--- config.mk ---
export PLATFORM = sky130hd
export DESIGN_NAME = mcpie_exec
export DESIGN_NICKNAME = d
export VERILOG_FILES = /design/src/logic/mcpie_pkg.sv /design/src/logic/mcpie_exec.sv /design/src/logic/mcpie_sync.sv
export SDC_FILE = /design/constraint.sdc
export NUM_CORES = 1
export LEC_CHECK = 0
export BUFFER_PORTS_ARGS = -buffer_cell sky130_fd_sc_hd__buf_4
export CAP_MARGIN = 20
export CORE_UTILIZATION = 40
export CTS_CLUSTER_SIZE = 30
export DETAILED_ROUTE_END_ITERATION = 6
export PLACE_DENSITY = 0.71
export SLEW_MARGIN = 0
export SYNTH_ARGS = -nofsm -noshare
export SYNTH_HDL_FRONTEND = slang
export SYNTH_SLANG_ARGS = --single-unit
--- constraint.sdc ---
create_clock -name CLK -period 3.5 [get_ports CLK]
set_input_delay 0.7 -clock CLK [delete_from_list [all_inputs] [get_ports CLK]]
set_output_delay 0.7 -clock CLK [all_outputs]
set_load 0.02 [all_outputs]
--- src/logic/mcpie_pkg.sv ---
// Purpose: shared constants for the control and port input execute slice
// Assumes: 10-bit instruction words, 4-bit accumulator, APB register access
// Notes: codes that are not fixed here are parameters of the top module
package mcpie_pkg;
	// ==========================================================
	// instruction words
	localparam int INSTR_W = 10;
	localparam logic [9:0] OP_IRQ_UNMASK = 10'h005;
	localparam logic [9:0] OP_WDT_STOP_ARM = 10'h29c;
	localparam logic [9:0] OP_PD_ARM = 10'h05b;
	localparam logic [9:0] OP_READ_PIN_BIT = 10'h26f;
	localparam logic [9:0] OP_READ_PORT_ZERO = 10'h260;
	localparam logic [9:0] OP_READ_PORT_ONE = 10'h261;
	localparam logic [9:0] OP_READ_PORT_TWO = 10'h262;
	// default codes for words not fixed above
	localparam logic [9:0] DEF_IRQ_MASK = 10'h004;
	localparam logic [9:0] DEF_WDT_KICK = 10'h0a0;
	localparam logic [9:0] DEF_PD = 10'h002;
	localparam logic [9:0] DEF_DEEP_PD = 10'h008;

	// ==========================================================
	// widths
	localparam int ACC_W = 4;
	localparam int NIB_W = 4;
	localparam int TWO_W = 2;
	localparam int SYNC_W = 1 + NIB_W + NIB_W + TWO_W;
	localparam int ADDR_W = 8;

	// ==========================================================
	// register map, byte addresses
	localparam logic [7:0] REG_STATUS = 8'h00;
	localparam logic [7:0] REG_ACC = 8'h04;
	localparam logic [7:0] REG_CTRL = 8'h08;

	// status fields
	localparam int ST_GATE = 0;
	localparam int ST_ACCEPT = 1;
	localparam int ST_WDT_PERMIT = 2;
	localparam int ST_WDT_HALT = 3;
	localparam int ST_PD_ARMED = 4;

	// control fields
	localparam int CT_EXEC_EN = 0;
	localparam int CT_WDT_RESUME = 1;
	localparam logic [1:0] CTRL_RESET = 2'h1;
endpackage

--- src/logic/mcpie_exec.sv ---
// Purpose: execute slice for interrupt gate, watchdog stop, power-down arm
//   and port input instructions of a 4-bit core
// Assumes: CLK is the machine-cycle clock, one instruction per cycle
// Notes: APB registers give status, accumulator and a control word
//
// Contract
// - the mask instruction clears the gate, and acceptance drops one cycle later.
// - the unmask instruction sets the gate, and acceptance rises one cycle later.
// - the watchdog stop arm instruction only grants permission to halt.
// - a kick with permission granted halts the watchdog instead of restarting it.
// - power-down words act only as the next executed word after the power-down arm word.
// - read pin bit puts the pin in acc bit 0 and zeros bits 3 to 1.
// - read port zero loads all four acc bits from the first nibble port.
// - read port one loads all four acc bits from the second nibble port.
// - read port two puts its two pins in acc bits 1 and 0, zeroing 3 and 2.
//
// Chosen here: register access over APB and the register offsets.
`timescale 1ns/1ps
module mcpie_exec #(
	parameter logic [9:0] OP_IRQ_MASK = mcpie_pkg::DEF_IRQ_MASK,
	parameter logic [9:0] OP_WDT_KICK = mcpie_pkg::DEF_WDT_KICK,
	parameter logic [9:0] OP_PD = mcpie_pkg::DEF_PD,
	parameter logic [9:0] OP_DEEP_PD = mcpie_pkg::DEF_DEEP_PD
) (
	input wire logic CLK,
	input wire logic RST_N,
	input wire logic CE,
	input wire logic INSTR_VALID,
	input wire logic [9:0] INSTR,
	input wire logic PIN_BIT,
	input wire logic [3:0] FIRST_NIBBLE_PORT,
	input wire logic [3:0] SECOND_NIBBLE_PORT,
	input wire logic [1:0] TWO_BIT_PORT,
	output logic [3:0] ACC,
	output logic ACC_LOAD,
	output logic IRQ_GLOBAL_GATE,
	output logic IRQ_ACCEPT,
	output logic WDT_STOP_PERMIT,
	output logic WDT_HALT,
	output logic WDT_RESTART,
	output logic PD_REQ,
	output logic DEEP_PD_REQ,
	output logic INSTR_DONE,
	output logic CARRY_WE,
	output logic SKIP_NEXT,
	input wire logic PSEL,
	input wire logic PENABLE,
	input wire logic PWRITE,
	input wire logic [7:0] PADDR,
	input wire logic [31:0] PWDATA,
	output logic [31:0] PRDATA,
	output logic PREADY,
	output logic PSLVERR
);
	// ==========================================================
	// elaboration checks
	generate
		if (OP_IRQ_MASK == mcpie_pkg::OP_IRQ_UNMASK ||
			OP_WDT_KICK == mcpie_pkg::OP_WDT_STOP_ARM ||
			OP_PD == mcpie_pkg::OP_PD_ARM ||
			OP_DEEP_PD == mcpie_pkg::OP_PD_ARM ||
			OP_PD == OP_DEEP_PD) begin : g_chk
			$error("mcpie_exec instruction codes collide");
		end
	endgenerate

	// ==========================================================
	// pin synchronisers
	logic [mcpie_pkg::SYNC_W-1:0] pins_raw;
	logic [mcpie_pkg::SYNC_W-1:0] pins;
	logic pin_bit_s;
	logic [3:0] nib0_s;
	logic [3:0] nib1_s;
	logic [1:0] two_s;

	assign pins_raw = {PIN_BIT, FIRST_NIBBLE_PORT, SECOND_NIBBLE_PORT,
		TWO_BIT_PORT};

	mcpie_sync #(
		.WIDTH(mcpie_pkg::SYNC_W)
	) u_sync (
		.clk(CLK),
		.rst_n(RST_N),
		.ce(CE),
		.din(pins_raw),
		.dout(pins)
	);

	assign pin_bit_s = pins[10];
	assign nib0_s = pins[9:6];
	assign nib1_s = pins[5:2];
	assign two_s = pins[1:0];

	// ==========================================================
	// control register
	logic [1:0] ctrl;
	logic [1:0] next_ctrl;
	logic wr_ctrl;
	logic exec;

	assign wr_ctrl = CE & PSEL & PENABLE & PWRITE &
		(PADDR == mcpie_pkg::REG_CTRL);
	// instructions are ignored while software holds execution off
	assign exec = INSTR_VALID & ctrl[mcpie_pkg::CT_EXEC_EN];

	always_comb begin
		next_ctrl = ctrl;
		if (wr_ctrl) begin
			next_ctrl = PWDATA[1:0];
		end else if (CE) begin
			// resume is a self-clearing strobe
			next_ctrl[mcpie_pkg::CT_WDT_RESUME] = 1'b0;
		end
	end

	always_ff @(posedge CLK) begin
		if (!RST_N) begin
			ctrl <= mcpie_pkg::CTRL_RESET;
		end else begin
			ctrl <= next_ctrl;
		end
	end

	// ==========================================================
	// instruction decode
	logic is_mask;
	logic is_unmask;
	logic is_stop_arm;
	logic is_kick;
	logic is_pd_arm;
	logic is_pd;
	logic is_deep_pd;
	logic is_rd_bit;
	logic is_rd_p0;
	logic is_rd_p1;
	logic is_rd_p2;
	logic is_known;

	assign is_mask = exec & (INSTR == OP_IRQ_MASK);
	assign is_unmask = exec & (INSTR == mcpie_pkg::OP_IRQ_UNMASK);
	assign is_stop_arm = exec & (INSTR == mcpie_pkg::OP_WDT_STOP_ARM);
	assign is_kick = exec & (INSTR == OP_WDT_KICK);
	assign is_pd_arm = exec & (INSTR == mcpie_pkg::OP_PD_ARM);
	assign is_pd = exec & (INSTR == OP_PD);
	assign is_deep_pd = exec & (INSTR == OP_DEEP_PD);
	assign is_rd_bit = exec & (INSTR == mcpie_pkg::OP_READ_PIN_BIT);
	assign is_rd_p0 = exec & (INSTR == mcpie_pkg::OP_READ_PORT_ZERO);
	assign is_rd_p1 = exec & (INSTR == mcpie_pkg::OP_READ_PORT_ONE);
	assign is_rd_p2 = exec & (INSTR == mcpie_pkg::OP_READ_PORT_TWO);
	assign is_known = is_mask | is_unmask | is_stop_arm | is_kick |
		is_pd_arm | is_pd | is_deep_pd | is_rd_bit | is_rd_p0 |
		is_rd_p1 | is_rd_p2;

	// ==========================================================
	// interrupt gate and delayed acceptance
	logic gate;
	logic accept;
	logic next_gate;
	logic next_accept;

	always_comb begin
		next_gate = gate;
		next_accept = accept;
		if (CE) begin
			// acceptance trails the flag by one machine cycle
			next_accept = gate;
			if (is_mask) begin
				next_gate = 1'b0;
			end else if (is_unmask) begin
				next_gate = 1'b1;
			end
		end
	end

	always_ff @(posedge CLK) begin
		if (!RST_N) begin
			gate <= 1'b0;
			accept <= 1'b0;
		end else begin
			gate <= next_gate;
			accept <= next_accept;
		end
	end

	// ==========================================================
	// watchdog stop permission and halt
	logic permit;
	logic halt;
	logic restart;
	logic next_permit;
	logic next_halt;
	logic next_restart;

	always_comb begin
		next_permit = permit;
		next_halt = halt;
		next_restart = 1'b0;
		if (CE) begin
			if (ctrl[mcpie_pkg::CT_WDT_RESUME]) begin
				next_halt = 1'b0;
			end
			if (is_stop_arm) begin
				next_permit = 1'b1;
			end else if (is_kick && permit) begin
				// hardware set wins over a software resume
				next_halt = 1'b1;
				next_permit = 1'b0;
			end else if (is_kick) begin
				next_restart = 1'b1;
			end
		end else begin
			next_restart = restart;
		end
	end

	always_ff @(posedge CLK) begin
		if (!RST_N) begin
			permit <= 1'b0;
			halt <= 1'b0;
			restart <= 1'b0;
		end else begin
			permit <= next_permit;
			halt <= next_halt;
			restart <= next_restart;
		end
	end

	// ==========================================================
	// power-down arming
	logic pd_armed;
	logic pd_req;
	logic deep_req;
	logic next_pd_armed;
	logic next_pd_req;
	logic next_deep_req;

	always_comb begin
		next_pd_armed = pd_armed;
		next_pd_req = pd_req;
		next_deep_req = deep_req;
		if (CE) begin
			next_pd_req = is_pd & pd_armed;
			next_deep_req = is_deep_pd & pd_armed;
			// any executed word consumes the arm, so it lasts one word only
			if (exec) begin
				next_pd_armed = is_pd_arm;
			end
		end
	end

	always_ff @(posedge CLK) begin
		if (!RST_N) begin
			pd_armed <= 1'b0;
			pd_req <= 1'b0;
			deep_req <= 1'b0;
		end else begin
			pd_armed <= next_pd_armed;
			pd_req <= next_pd_req;
			deep_req <= next_deep_req;
		end
	end

	// ==========================================================
	// accumulator loads from the ports
	logic [3:0] acc;
	logic acc_load;
	logic done;
	logic [3:0] next_acc;
	logic next_acc_load;
	logic next_done;

	always_comb begin
		next_acc = acc;
		next_acc_load = acc_load;
		next_done = done;
		if (CE) begin
			next_acc_load = is_rd_bit | is_rd_p0 | is_rd_p1 | is_rd_p2;
			next_done = is_known;
			if (is_rd_bit) begin
				next_acc = {3'h0, pin_bit_s};
			end else if (is_rd_p0) begin
				next_acc = nib0_s;
			end else if (is_rd_p1) begin
				next_acc = nib1_s;
			end else if (is_rd_p2) begin
				next_acc = {2'h0, two_s};
			end
		end
	end

	always_ff @(posedge CLK) begin
		if (!RST_N) begin
			acc <= 4'h0;
			acc_load <= 1'b0;
			done <= 1'b0;
		end else begin
			acc <= next_acc;
			acc_load <= next_acc_load;
			done <= next_done;
		end
	end

	// ==========================================================
	// APB slave, PREADY follows CE, so zero wait states while CE is high
	logic [31:0] rdata;
	logic slverr;
	logic [31:0] next_rdata;
	logic next_slverr;
	logic mapped;

	assign mapped = (PADDR == mcpie_pkg::REG_STATUS) |
		(PADDR == mcpie_pkg::REG_ACC) | (PADDR == mcpie_pkg::REG_CTRL);

	always_comb begin
		next_rdata = rdata;
		next_slverr = slverr;
		if (CE && PSEL) begin
			// captured in both phases; address is stable so data is too
			next_slverr = ~mapped;
			next_rdata = 32'h0;
			case (PADDR)
				mcpie_pkg::REG_STATUS: begin
					next_rdata[mcpie_pkg::ST_GATE] = gate;
					next_rdata[mcpie_pkg::ST_ACCEPT] = accept;
					next_rdata[mcpie_pkg::ST_WDT_PERMIT] = permit;
					next_rdata[mcpie_pkg::ST_WDT_HALT] = halt;
					next_rdata[mcpie_pkg::ST_PD_ARMED] = pd_armed;
				end
				mcpie_pkg::REG_ACC: begin
					next_rdata[3:0] = acc;
				end
				mcpie_pkg::REG_CTRL: begin
					next_rdata[1:0] = ctrl;
				end
				default: begin
					next_rdata = 32'h0;
				end
			endcase
		end
	end

	always_ff @(posedge CLK) begin
		if (!RST_N) begin
			rdata <= 32'h0;
			slverr <= 1'b0;
		end else begin
			rdata <= next_rdata;
			slverr <= next_slverr;
		end
	end

	// ==========================================================
	// outputs
	assign ACC = acc;
	assign ACC_LOAD = acc_load;
	assign IRQ_GLOBAL_GATE = gate;
	assign IRQ_ACCEPT = accept;
	assign WDT_STOP_PERMIT = permit;
	assign WDT_HALT = halt;
	assign WDT_RESTART = restart;
	assign PD_REQ = pd_req;
	assign DEEP_PD_REQ = deep_req;
	assign INSTR_DONE = done;
	// none of these words touch carry or skip
	assign CARRY_WE = 1'b0;
	assign SKIP_NEXT = 1'b0;
	assign PRDATA = rdata;
	assign PREADY = CE;
	assign PSLVERR = slverr & PSEL & PENABLE;
endmodule

--- src/logic/mcpie_sync.sv ---
// Purpose: two-stage synchroniser for the input port pins
// Assumes: pins are asynchronous to CLK
// Notes: the first stage feeds only the second stage
`timescale 1ns/1ps
module mcpie_sync #(
	parameter int WIDTH = 11
) (
	input wire logic clk,
	input wire logic rst_n,
	input wire logic ce,
	input wire logic [WIDTH-1:0] din,
	output logic [WIDTH-1:0] dout
);
	// ==========================================================
	// per-bit double flop
	genvar i;
	generate
		if (WIDTH < 1) begin : g_chk
			$error("mcpie_sync WIDTH must be at least 1");
		end
		for (i = 0; i < WIDTH; i++) begin : g_bit
			logic stage1;
			logic stage2;
			logic next_stage1;
			logic next_stage2;
			always_comb begin
				next_stage1 = stage1;
				next_stage2 = stage2;
				if (ce) begin
					next_stage1 = din[i];
					next_stage2 = stage1;
				end
			end
			always_ff @(posedge clk) begin
				if (!rst_n) begin
					stage1 <= 1'b0;
					stage2 <= 1'b0;
				end else begin
					stage1 <= next_stage1;
					stage2 <= next_stage2;
				end
			end
			assign dout[i] = stage2;
		end
	endgenerate
endmodule

==> results of run 1 <==
[state kept, by name (all words and copies together), names as in the netlist]
register,count
WDT_STOP_PERMIT,1
INSTR_DONE,1
slverr,1
u_sync.g_bit.stage1,11
DEEP_PD_REQ,1
ctrl,2
ACC,4
PRDATA,5
WDT_RESTART,1
pd_armed,1
ACC_LOAD,1
WDT_HALT,1
PD_REQ,1
IRQ_ACCEPT,1
u_sync.g_bit.stage2,11
IRQ_GLOBAL_GATE,1
[logic make-up after synthesis]
logic type | count (synthesis) | synth area share
AND/OR/NAND/NOR | 94 | 0.2492
multiplexers | 34 | 0.1430
flip-flops | 44 | 0.3648
other | 1 | 0.001553
buffers and inverters | 49 | 0.1275
AO/OA/AOI/OAI | 33 | 0.1140
[cell type report]
| type | instances | area (um2) |
|---|---|---|
| fillers | 557 | 2849 |
| repair buffers | 57 | 427.9 |
| clock buffers | 6 | 72.57 |
| well taps | 72 | 90.09 |
| inverters | 5 | 18.77 |
| flip-flops and latches | 44 | 880.8 |
| multi-input cells | 190 | 1331 |
| clock inverters | 1 | 5.005 |
[metrics by stage]
step | cell area [um2] | instances | worst slack [ns]
final | 2826 | 375 | 1.453
after detailed placement | 2749 | 368 | 1.188
after CTS | 2826 | 375 | 1.425
after floorplan | 2520 | 283 | 1.438
after global routing | 2826 | 375 | 1.339
after global placement | 2749 | 368 | 1.260
[where the power goes]
| group | switching, mW | internal [mW] |
|---|---|---|
| sequential | 0.00732 | 0.514 |
| combinational | 0.0858 | 0.0631 |
| clock | 0.161 | 0.136 |
| total | 0.254 | 0.712 |
[layer usage]
layer	routed length, um	vias up	track usage
li1	-	946	-
met1	2266	892	0.2127
met2	2430	77	0.2786
met3	326	6	0.04343
met4	40	0	0.06000
met5	0	-	0
[final timing paths]
kind,start,end,slack (ns)
hold / removal,PRDATA[4]$_SDFFE_PN0P_,PRDATA[4]$_SDFFE_PN0P_,0.48
setup reg to reg,ctrl[0]$_SDFFE_PN1P_,ACC[0]$_SDFFE_PN0P_,1.71
hold reg to reg,PRDATA[4]$_SDFFE_PN0P_,PRDATA[4]$_SDFFE_PN0P_,0.48
setup / recovery,CE,PREADY,1.45
[cells in the mapped netlist (2+ instances only)]
cell and count:
sky130_fd_sc_hd__a211o_1 2, sky130_fd_sc_hd__a211oi_1 2, sky130_fd_sc_hd__a21boi_0 6, sky130_fd_sc_hd__a21boi_1 2, sky130_fd_sc_hd__a22oi_1 3, sky130_fd_sc_hd__and2_1 4
sky130_fd_sc_hd__and3_1 3, sky130_fd_sc_hd__buf_2 3, sky130_fd_sc_hd__buf_4 30, sky130_fd_sc_hd__clkbuf_1 10, sky130_fd_sc_hd__dfxtp_1 44, sky130_fd_sc_hd__inv_1 5
sky130_fd_sc_hd__mux2_2 4, sky130_fd_sc_hd__mux2i_1 30, sky130_fd_sc_hd__nand2_1 11, sky130_fd_sc_hd__nand2b_1 7, sky130_fd_sc_hd__nand3_1 7, sky130_fd_sc_hd__nand4_1 4
sky130_fd_sc_hd__nand4bb_1 4, sky130_fd_sc_hd__nor2_1 2, sky130_fd_sc_hd__nor2b_1 29, sky130_fd_sc_hd__nor3_1 4, sky130_fd_sc_hd__nor3b_1 2, sky130_fd_sc_hd__nor4_1 5
sky130_fd_sc_hd__o21a_1 2, sky130_fd_sc_hd__o21ai_0 2, sky130_fd_sc_hd__o2bb2ai_1 2, sky130_fd_sc_hd__o41ai_1 2, sky130_fd_sc_hd__or2_2 3
[placed cells by master, fill, tap and decap left out, types with 2 or more instances in the layout]
cell type                    n
sky130_fd_sc_hd__a211o_1     2
sky130_fd_sc_hd__a211oi_1    2
sky130_fd_sc_hd__a21boi_0    6
sky130_fd_sc_hd__a21boi_1    2
sky130_fd_sc_hd__a22oi_1     3
sky130_fd_sc_hd__and2_1      4
sky130_fd_sc_hd__and3_1      3
sky130_fd_sc_hd__buf_4      57
sky130_fd_sc_hd__clkbuf_8    5
sky130_fd_sc_hd__conb_1     29
sky130_fd_sc_hd__dfxtp_1    44
sky130_fd_sc_hd__inv_1       5
sky130_fd_sc_hd__mux2_2      4
sky130_fd_sc_hd__mux2i_1    30
sky130_fd_sc_hd__nand2_1    11
sky130_fd_sc_hd__nand2b_1    7
sky130_fd_sc_hd__nand3_1     7
sky130_fd_sc_hd__nand4_1     4
sky130_fd_sc_hd__nand4bb_1   4
sky130_fd_sc_hd__nor2_1      2
sky130_fd_sc_hd__nor2b_1    29
sky130_fd_sc_hd__nor3_1      4
sky130_fd_sc_hd__nor3b_1     2
sky130_fd_sc_hd__nor4_1      5
sky130_fd_sc_hd__o21a_1      2
sky130_fd_sc_hd__o21ai_0     2
sky130_fd_sc_hd__o2bb2ai_1   2
sky130_fd_sc_hd__o41ai_1     2
sky130_fd_sc_hd__or2_2       3
==> results.txt, run 1 <==
----------------------------------------------------
[Outcome]
  Run status ... completed

[Route]
  Average vias per placed instance ... 5.123
  Final routed wirelength across all metal layers ... 5064 um
  Final ANT Viol Nets ... 0
  TritonRoute pass-1 iters ... 4
  Initial detailed-routing violation count ... 148
  Detail-routed net length per standard cell ... between 10 and 15 um
  Residual DRC ... 0
  Number of vias after detailed routing ... 1,921

[Setup path]
  Worst-case reg-to-reg path depth ... 4
  Critical path depth in cells ... 2
  Critical path buffers and inverters ... 2
  Arrival time at the worst endpoint ... about 1.4 ns
  Crit Path Category ... in2out
  Worst Setup Start Kind ... input pin
  Critical Path End Type ... primary output
  Slowest stage cell, crit path ... sky130_fd_sc_hd__buf_4
  Required time of the worst setup path ... 2.80 ns
  Most common cell type on the critical path ... sky130_fd_sc_hd__buf_4
  Max incr delay on CP ... 0.41 ns
  Largest driver fanout on the critical path ... 35
  CP delay by family, top ... buffers and inverters
  Ordered cell list for the critical path ... buf_4 > buf_4

[Synth]
  Area share of the largest cell type after synthesis ... 0.3648
  Number of flops mapped to enable cells by yosys ... 0
  Area of the mapped netlist ... about 2400 um2
  Top cells by area in the synthesized netlist ... sky130_fd_sc_hd__dfxtp_1, sky130_fd_sc_hd__mux2i_1, sky130_fd_sc_hd__buf_4
  Average footprint of a synthesized cell ... between 9 and 10 um2
  Unique masters post-synth ... 50
  Cells after Synth ... 255
  Number of synthesized register bits ... between 40 and 50
  Share of synthesized area occupied by flip-flops and latches ... 0.3648
  Leading area contributor after synthesis ... sky130_fd_sc_hd__dfxtp_1
  Synth Warn # ... 0
  Main flop type after synthesis ... sky130_fd_sc_hd__dfxtp_1
  Share of synthesized registers carrying an async set or reset ... 0

[Clock network]
  Clock Pin Slew Worst Setup and Hold Paths ... roughly 0.080 ns
  Post-cts resize count ... 0
  CTS Hold Buffers Added ... 0
  CTS tree ... done
  Clk sink count ... 44
  Root buffer cell ... sky130_fd_sc_hd__clkbuf_8
  TritonCTS Buffers ... 5
  Worst-Skew Late Latency ... 0.29 ns
  Deepest clock path buffer count ... 2
  H-tree level count ... 2
  Buffers inserted by post-CTS timing repair ... 0

[STA]
  Setup repair after global routing missed its margin ... false
  Number of setup violations in the final report ... 0
  Final hold violation count ... 0
  Worst slew margin relative to its limit ... 0.6464
  Timing-limited maximum frequency ... between 0.4 and 0.5 GHz
  Total count of max-transition violations in the final report ... 0
  Clock tree skew after final layout ... between 0.006 and 0.007 ns
  Slew at the pin with the worst max-slew slack ... 0.5256 ns
  Fin Setup TNS ... 0 ns
  Period Utilization, post-route ... 0.5849
  Final critical delay including setup and external delays ... 2.047 ns
  Final hold slack ... 0.4755 ns

[Floorplanning]
  Initial Util ... 0.4255
  Area of the die ... 6352 um2
  Number of placed I/O pins ... 117
  Horizontal die dimension ... 79.70 um
  Number of rows in the core area ... 27
  Die Y-Extent ... 79.70 um
  CORE AREA ... 5675 um2

[Final layout]
  Final Util ... 0.4980
  Area delta synth->final ... 17.05%
  Layout cell share with drive strength beyond 1 ... 0.2508
  Number of antenna cells inserted ... 0
  Total Nets Final ... 371

[Placed design]
  Detailed Place HPWL ... 3665 um
  Routability-driven placement congestion ratio ... 0.8472
  Number of input and output port buffers inserted ... 57

[Min path]
  Min-Delay Path Depth ... 2
  Worst min-delay path class ... reg2reg

[Global route]
  Number of global-route vias before repair ... 1,755
  Remaining Overflow, GRT ... 0
  Number of antenna violations at the first check in global routing ... 0
  Pin count of the biggest net entering global routing ... 46
  Total global-route track usage ... 0.1696
  Wire length of the first global-routing pass ... 8314 um

[Power]
  Cell Pwr Density ... 342.1 nW/um2
  Peak VDD IR ... 0.2440 mV
  Reported leakage power ... 1.180 nW
  Overall power after layout ... 966.9 uW

[Run]
  Number of maximum-capacitance violations ... 0

----------------------------------------------------
Power figures use the tool's default switching activity.
==> run 2: changes to the inputs <==
Clock period 3.5 ns to 2.1 ns, I/O delays scaled along.
==> run 2 against run 1 <==
Effect of this change: via count decreased by 0.36%; register-to-register slack got worse by 1.3 ns; clock skew about the same; critical path depth increased by 3; setup slack got worse by 1.1 ns; design area increased by 2.0%; die area unchanged; hold slack got worse by 0.14 ns; first-iteration DRC count increased by 11%; largest cell class unchanged; largest power group unchanged; highest routed layer unchanged.
==> results.txt, run 2 (synthesis gave the netlist of run 1 again) <==
----------------------------------------------------
[Route]
  Detail-routed net length per standard cell ... 13.64 um (was 13.50 um)
  Top sig layer ... met4 (unchanged)
  Residual DRC ... 0 (unchanged)
  DR WL met3 ... 325 um (was 326 um)
  Number of vias after detailed routing ... 1,914 (was 1,921)
  Average vias per placed instance ... 5.050 (was 5.123)
  Detailed-routed wire length on met2 ... 2403 um (was 2430 um)
  Final ANT Viol Nets ... 0 (unchanged)
  Initial detailed-routing violation count ... 164 (was 148)
  TritonRoute pass-1 iters ... 4 (unchanged)
  WL met1 ... 2375 um (was 2266 um)
  Final routed wirelength across all metal layers ... 5170 um (was 5064 um)

[STA]
  Worst slew margin relative to its limit ... 0.6388 (was 0.6464)
  Fin Setup TNS ... 0 ns (unchanged)
  Timing-limited maximum frequency ... 0.5843 GHz
  Period Utilization, post-route ... 0.8150
  Final critical delay including setup and external delays ... 1.712 ns
  Slew at the pin with the worst max-slew slack ... 0.5368 ns (was 0.5256 ns)
  Clock tree skew after final layout ... 0.006410 ns (was 0.006625 ns)
  Number of setup violations in the final report ... 0 (unchanged)
  Worst Slack Setup Final ... 0.3884 ns (was 1.453 ns)
  Setup repair after global routing missed its margin ... false (unchanged)
  Total count of max-transition violations in the final report ... 0 (unchanged)
  Final hold slack ... 0.3370 ns (was 0.4755 ns)
  Final hold violation count ... 0 (unchanged)

[Power]
  Overall power after layout ... 1.769 mW (was 966.9 uW)
  Peak VDD IR ... 0.3928 mV (was 0.2440 mV)
  Reported leakage power ... 1.208 nW (was 1.180 nW)
  Cell Pwr Density ... 613.6 nW/um2 (was 342.1 nW/um2)

[Placed design]
  Number of input and output port buffers inserted ... 57 (unchanged)
  Detailed Place HPWL ... 3641 um (was 3665 um)
  Placed cell count ... 371 (was 368)
  Routability-driven placement congestion ratio ... 0.8487 (was 0.8472)
  Pre-CTS setup slack ... 0.1800 ns (was 1.188 ns)

[Clock network]
  Deepest clock path buffer count ... 2 (unchanged)
  Buffers inserted by post-CTS timing repair ... 0 (unchanged)
  Post-cts resize count ... 0 (unchanged)
  TritonCTS Buffers ... 5 (unchanged)
  Root buffer cell ... sky130_fd_sc_hd__clkbuf_8 (unchanged)
  CTS Hold Buffers Added ... 0 (unchanged)
  Clk sink count ... 44 (unchanged)
  H-tree level count ... 2 (unchanged)
  CTS tree ... done (unchanged)
  Worst-Skew Late Latency ... 0.30 ns (was 0.29 ns)
  Clock Pin Slew Worst Setup and Hold Paths ... 0.08 ns (about the same)

[Floorplanning]
  Area of the die ... 6352 um2 (unchanged)
  Number of rows in the core area ... 27 (unchanged)
  Horizontal die dimension ... 79.70 um (unchanged)
  Initial Util ... 0.4255 (unchanged)
  Number of placed I/O pins ... 117 (unchanged)
  Die Y-Extent ... 79.70 um (unchanged)
  CORE AREA ... 5675 um2 (unchanged)

[Final layout]
  Top library cells by usage in the layout, fill and taps aside ... sky130_fd_sc_hd__buf_4, sky130_fd_sc_hd__dfxtp_1, sky130_fd_sc_hd__mux2i_1 (unchanged)
  Layout cell share with drive strength beyond 1 ... 0.2638 (was 0.2508)
  Number of antenna cells inserted ... 0 (unchanged)
  Area delta synth->final ... 19.38% (was 17.05%)
  Number of filler cells placed in the layout ... 547 (was 557)
  Total Nets Final ... 374 (was 371)
  Non-filler instance count after layout ... 379 (was 375)
  Most common library cell in the layout ignoring fill and taps ... sky130_fd_sc_hd__buf_4 (unchanged)

[Global route]
  Wire length of the first global-routing pass ... 8369 um (was 8314 um)
  Remaining Overflow, GRT ... 0 (unchanged)
  Number of antenna violations at the first check in global routing ... 0 (unchanged)
  Pin count of the biggest net entering global routing ... 46 (unchanged)
  Number of global-route vias before repair ... 1,727 (was 1,755)
  Total global-route track usage ... 0.1708 (was 0.1696)

[Run]
  Number of maximum-capacitance violations ... 0 (unchanged)

[Setup path]
  Critical Path End Type ... flop (was primary output)
  Crit Path Category ... reg2reg (was in2out)
  Worst Setup Start Kind ... flop (was input pin)
  Required time of the worst setup path ... 2.30 ns (was 2.80 ns)
  Largest driver fanout on the critical path ... 9 (was 35)
  Arrival time at the worst endpoint ... 1.91 ns (was 1.35 ns)

[Outcome]
  Run status ... completed (unchanged)

[Min path]
  Worst min-delay path class ... in2reg (was reg2reg)

----------------------------------------------------
==> run 2: layer usage <==
metal  up-vias  track usage
met5         -            0
met3         8      0.04914
li1        952            -
met1       877       0.2148
met2        77       0.2795
met4         0      0.05273
==> run 2: area by class of cell <==
class	instances	area (um2)	area share
clock buffers	5	68.82	0.02387
clock inverters	3	42.54	0.01476
inverters	5	18.77	0.006510
multi-input cells	190	1331	0.4618
flip-flops and latches	44	880.8	0.3056
well taps	72	90.09	0.03125
repair buffers	60	450.4	0.1563
==> run 2: final timing paths <==
path                             from                  endpoint  slack (ns)  cells past startpoint
min reg2reg  DEEP_PD_REQ$_SDFFE_PN0P_  DEEP_PD_REQ$_SDFFE_PN0P_        0.48                      2
max reg2reg      ctrl[0]$_SDFFE_PN1P_       ACC[0]$_SDFFE_PN0P_        0.39                      5
min                         PWDATA[0]      ctrl[0]$_SDFFE_PN1P_        0.34                      3
max              ctrl[0]$_SDFFE_PN1P_       ACC[0]$_SDFFE_PN0P_        0.39                      5
==> run 2: power breakdown <==
group          switching (mW)  internal, mW  leakage, nW
sequential             0.0121         0.856        0.358
clock                   0.298         0.352       0.0541
combinational           0.144         0.107        0.796
==> run 2: metrics by stage <==
stage / cell area, um2 / util
global route: 2883 / 0.5079
detailed placement: 2771 / 0.4883
global placement: 2771 / 0.4883
CTS: 2883 / 0.5079
finish: 2883 / 0.5079
floorplan: 2520 / -
==> run 2: worst max-delay path, cell delays in order, from the launching register on <==
cell,delay (ns)
sky130_fd_sc_hd__dfxtp_1,0.43
sky130_fd_sc_hd__nand3_1,0.30
sky130_fd_sc_hd__a2111oi_4,0.40
sky130_fd_sc_hd__buf_4,0.21
sky130_fd_sc_hd__o21ai_2,0.07
sky130_fd_sc_hd__o221a_1,0.19
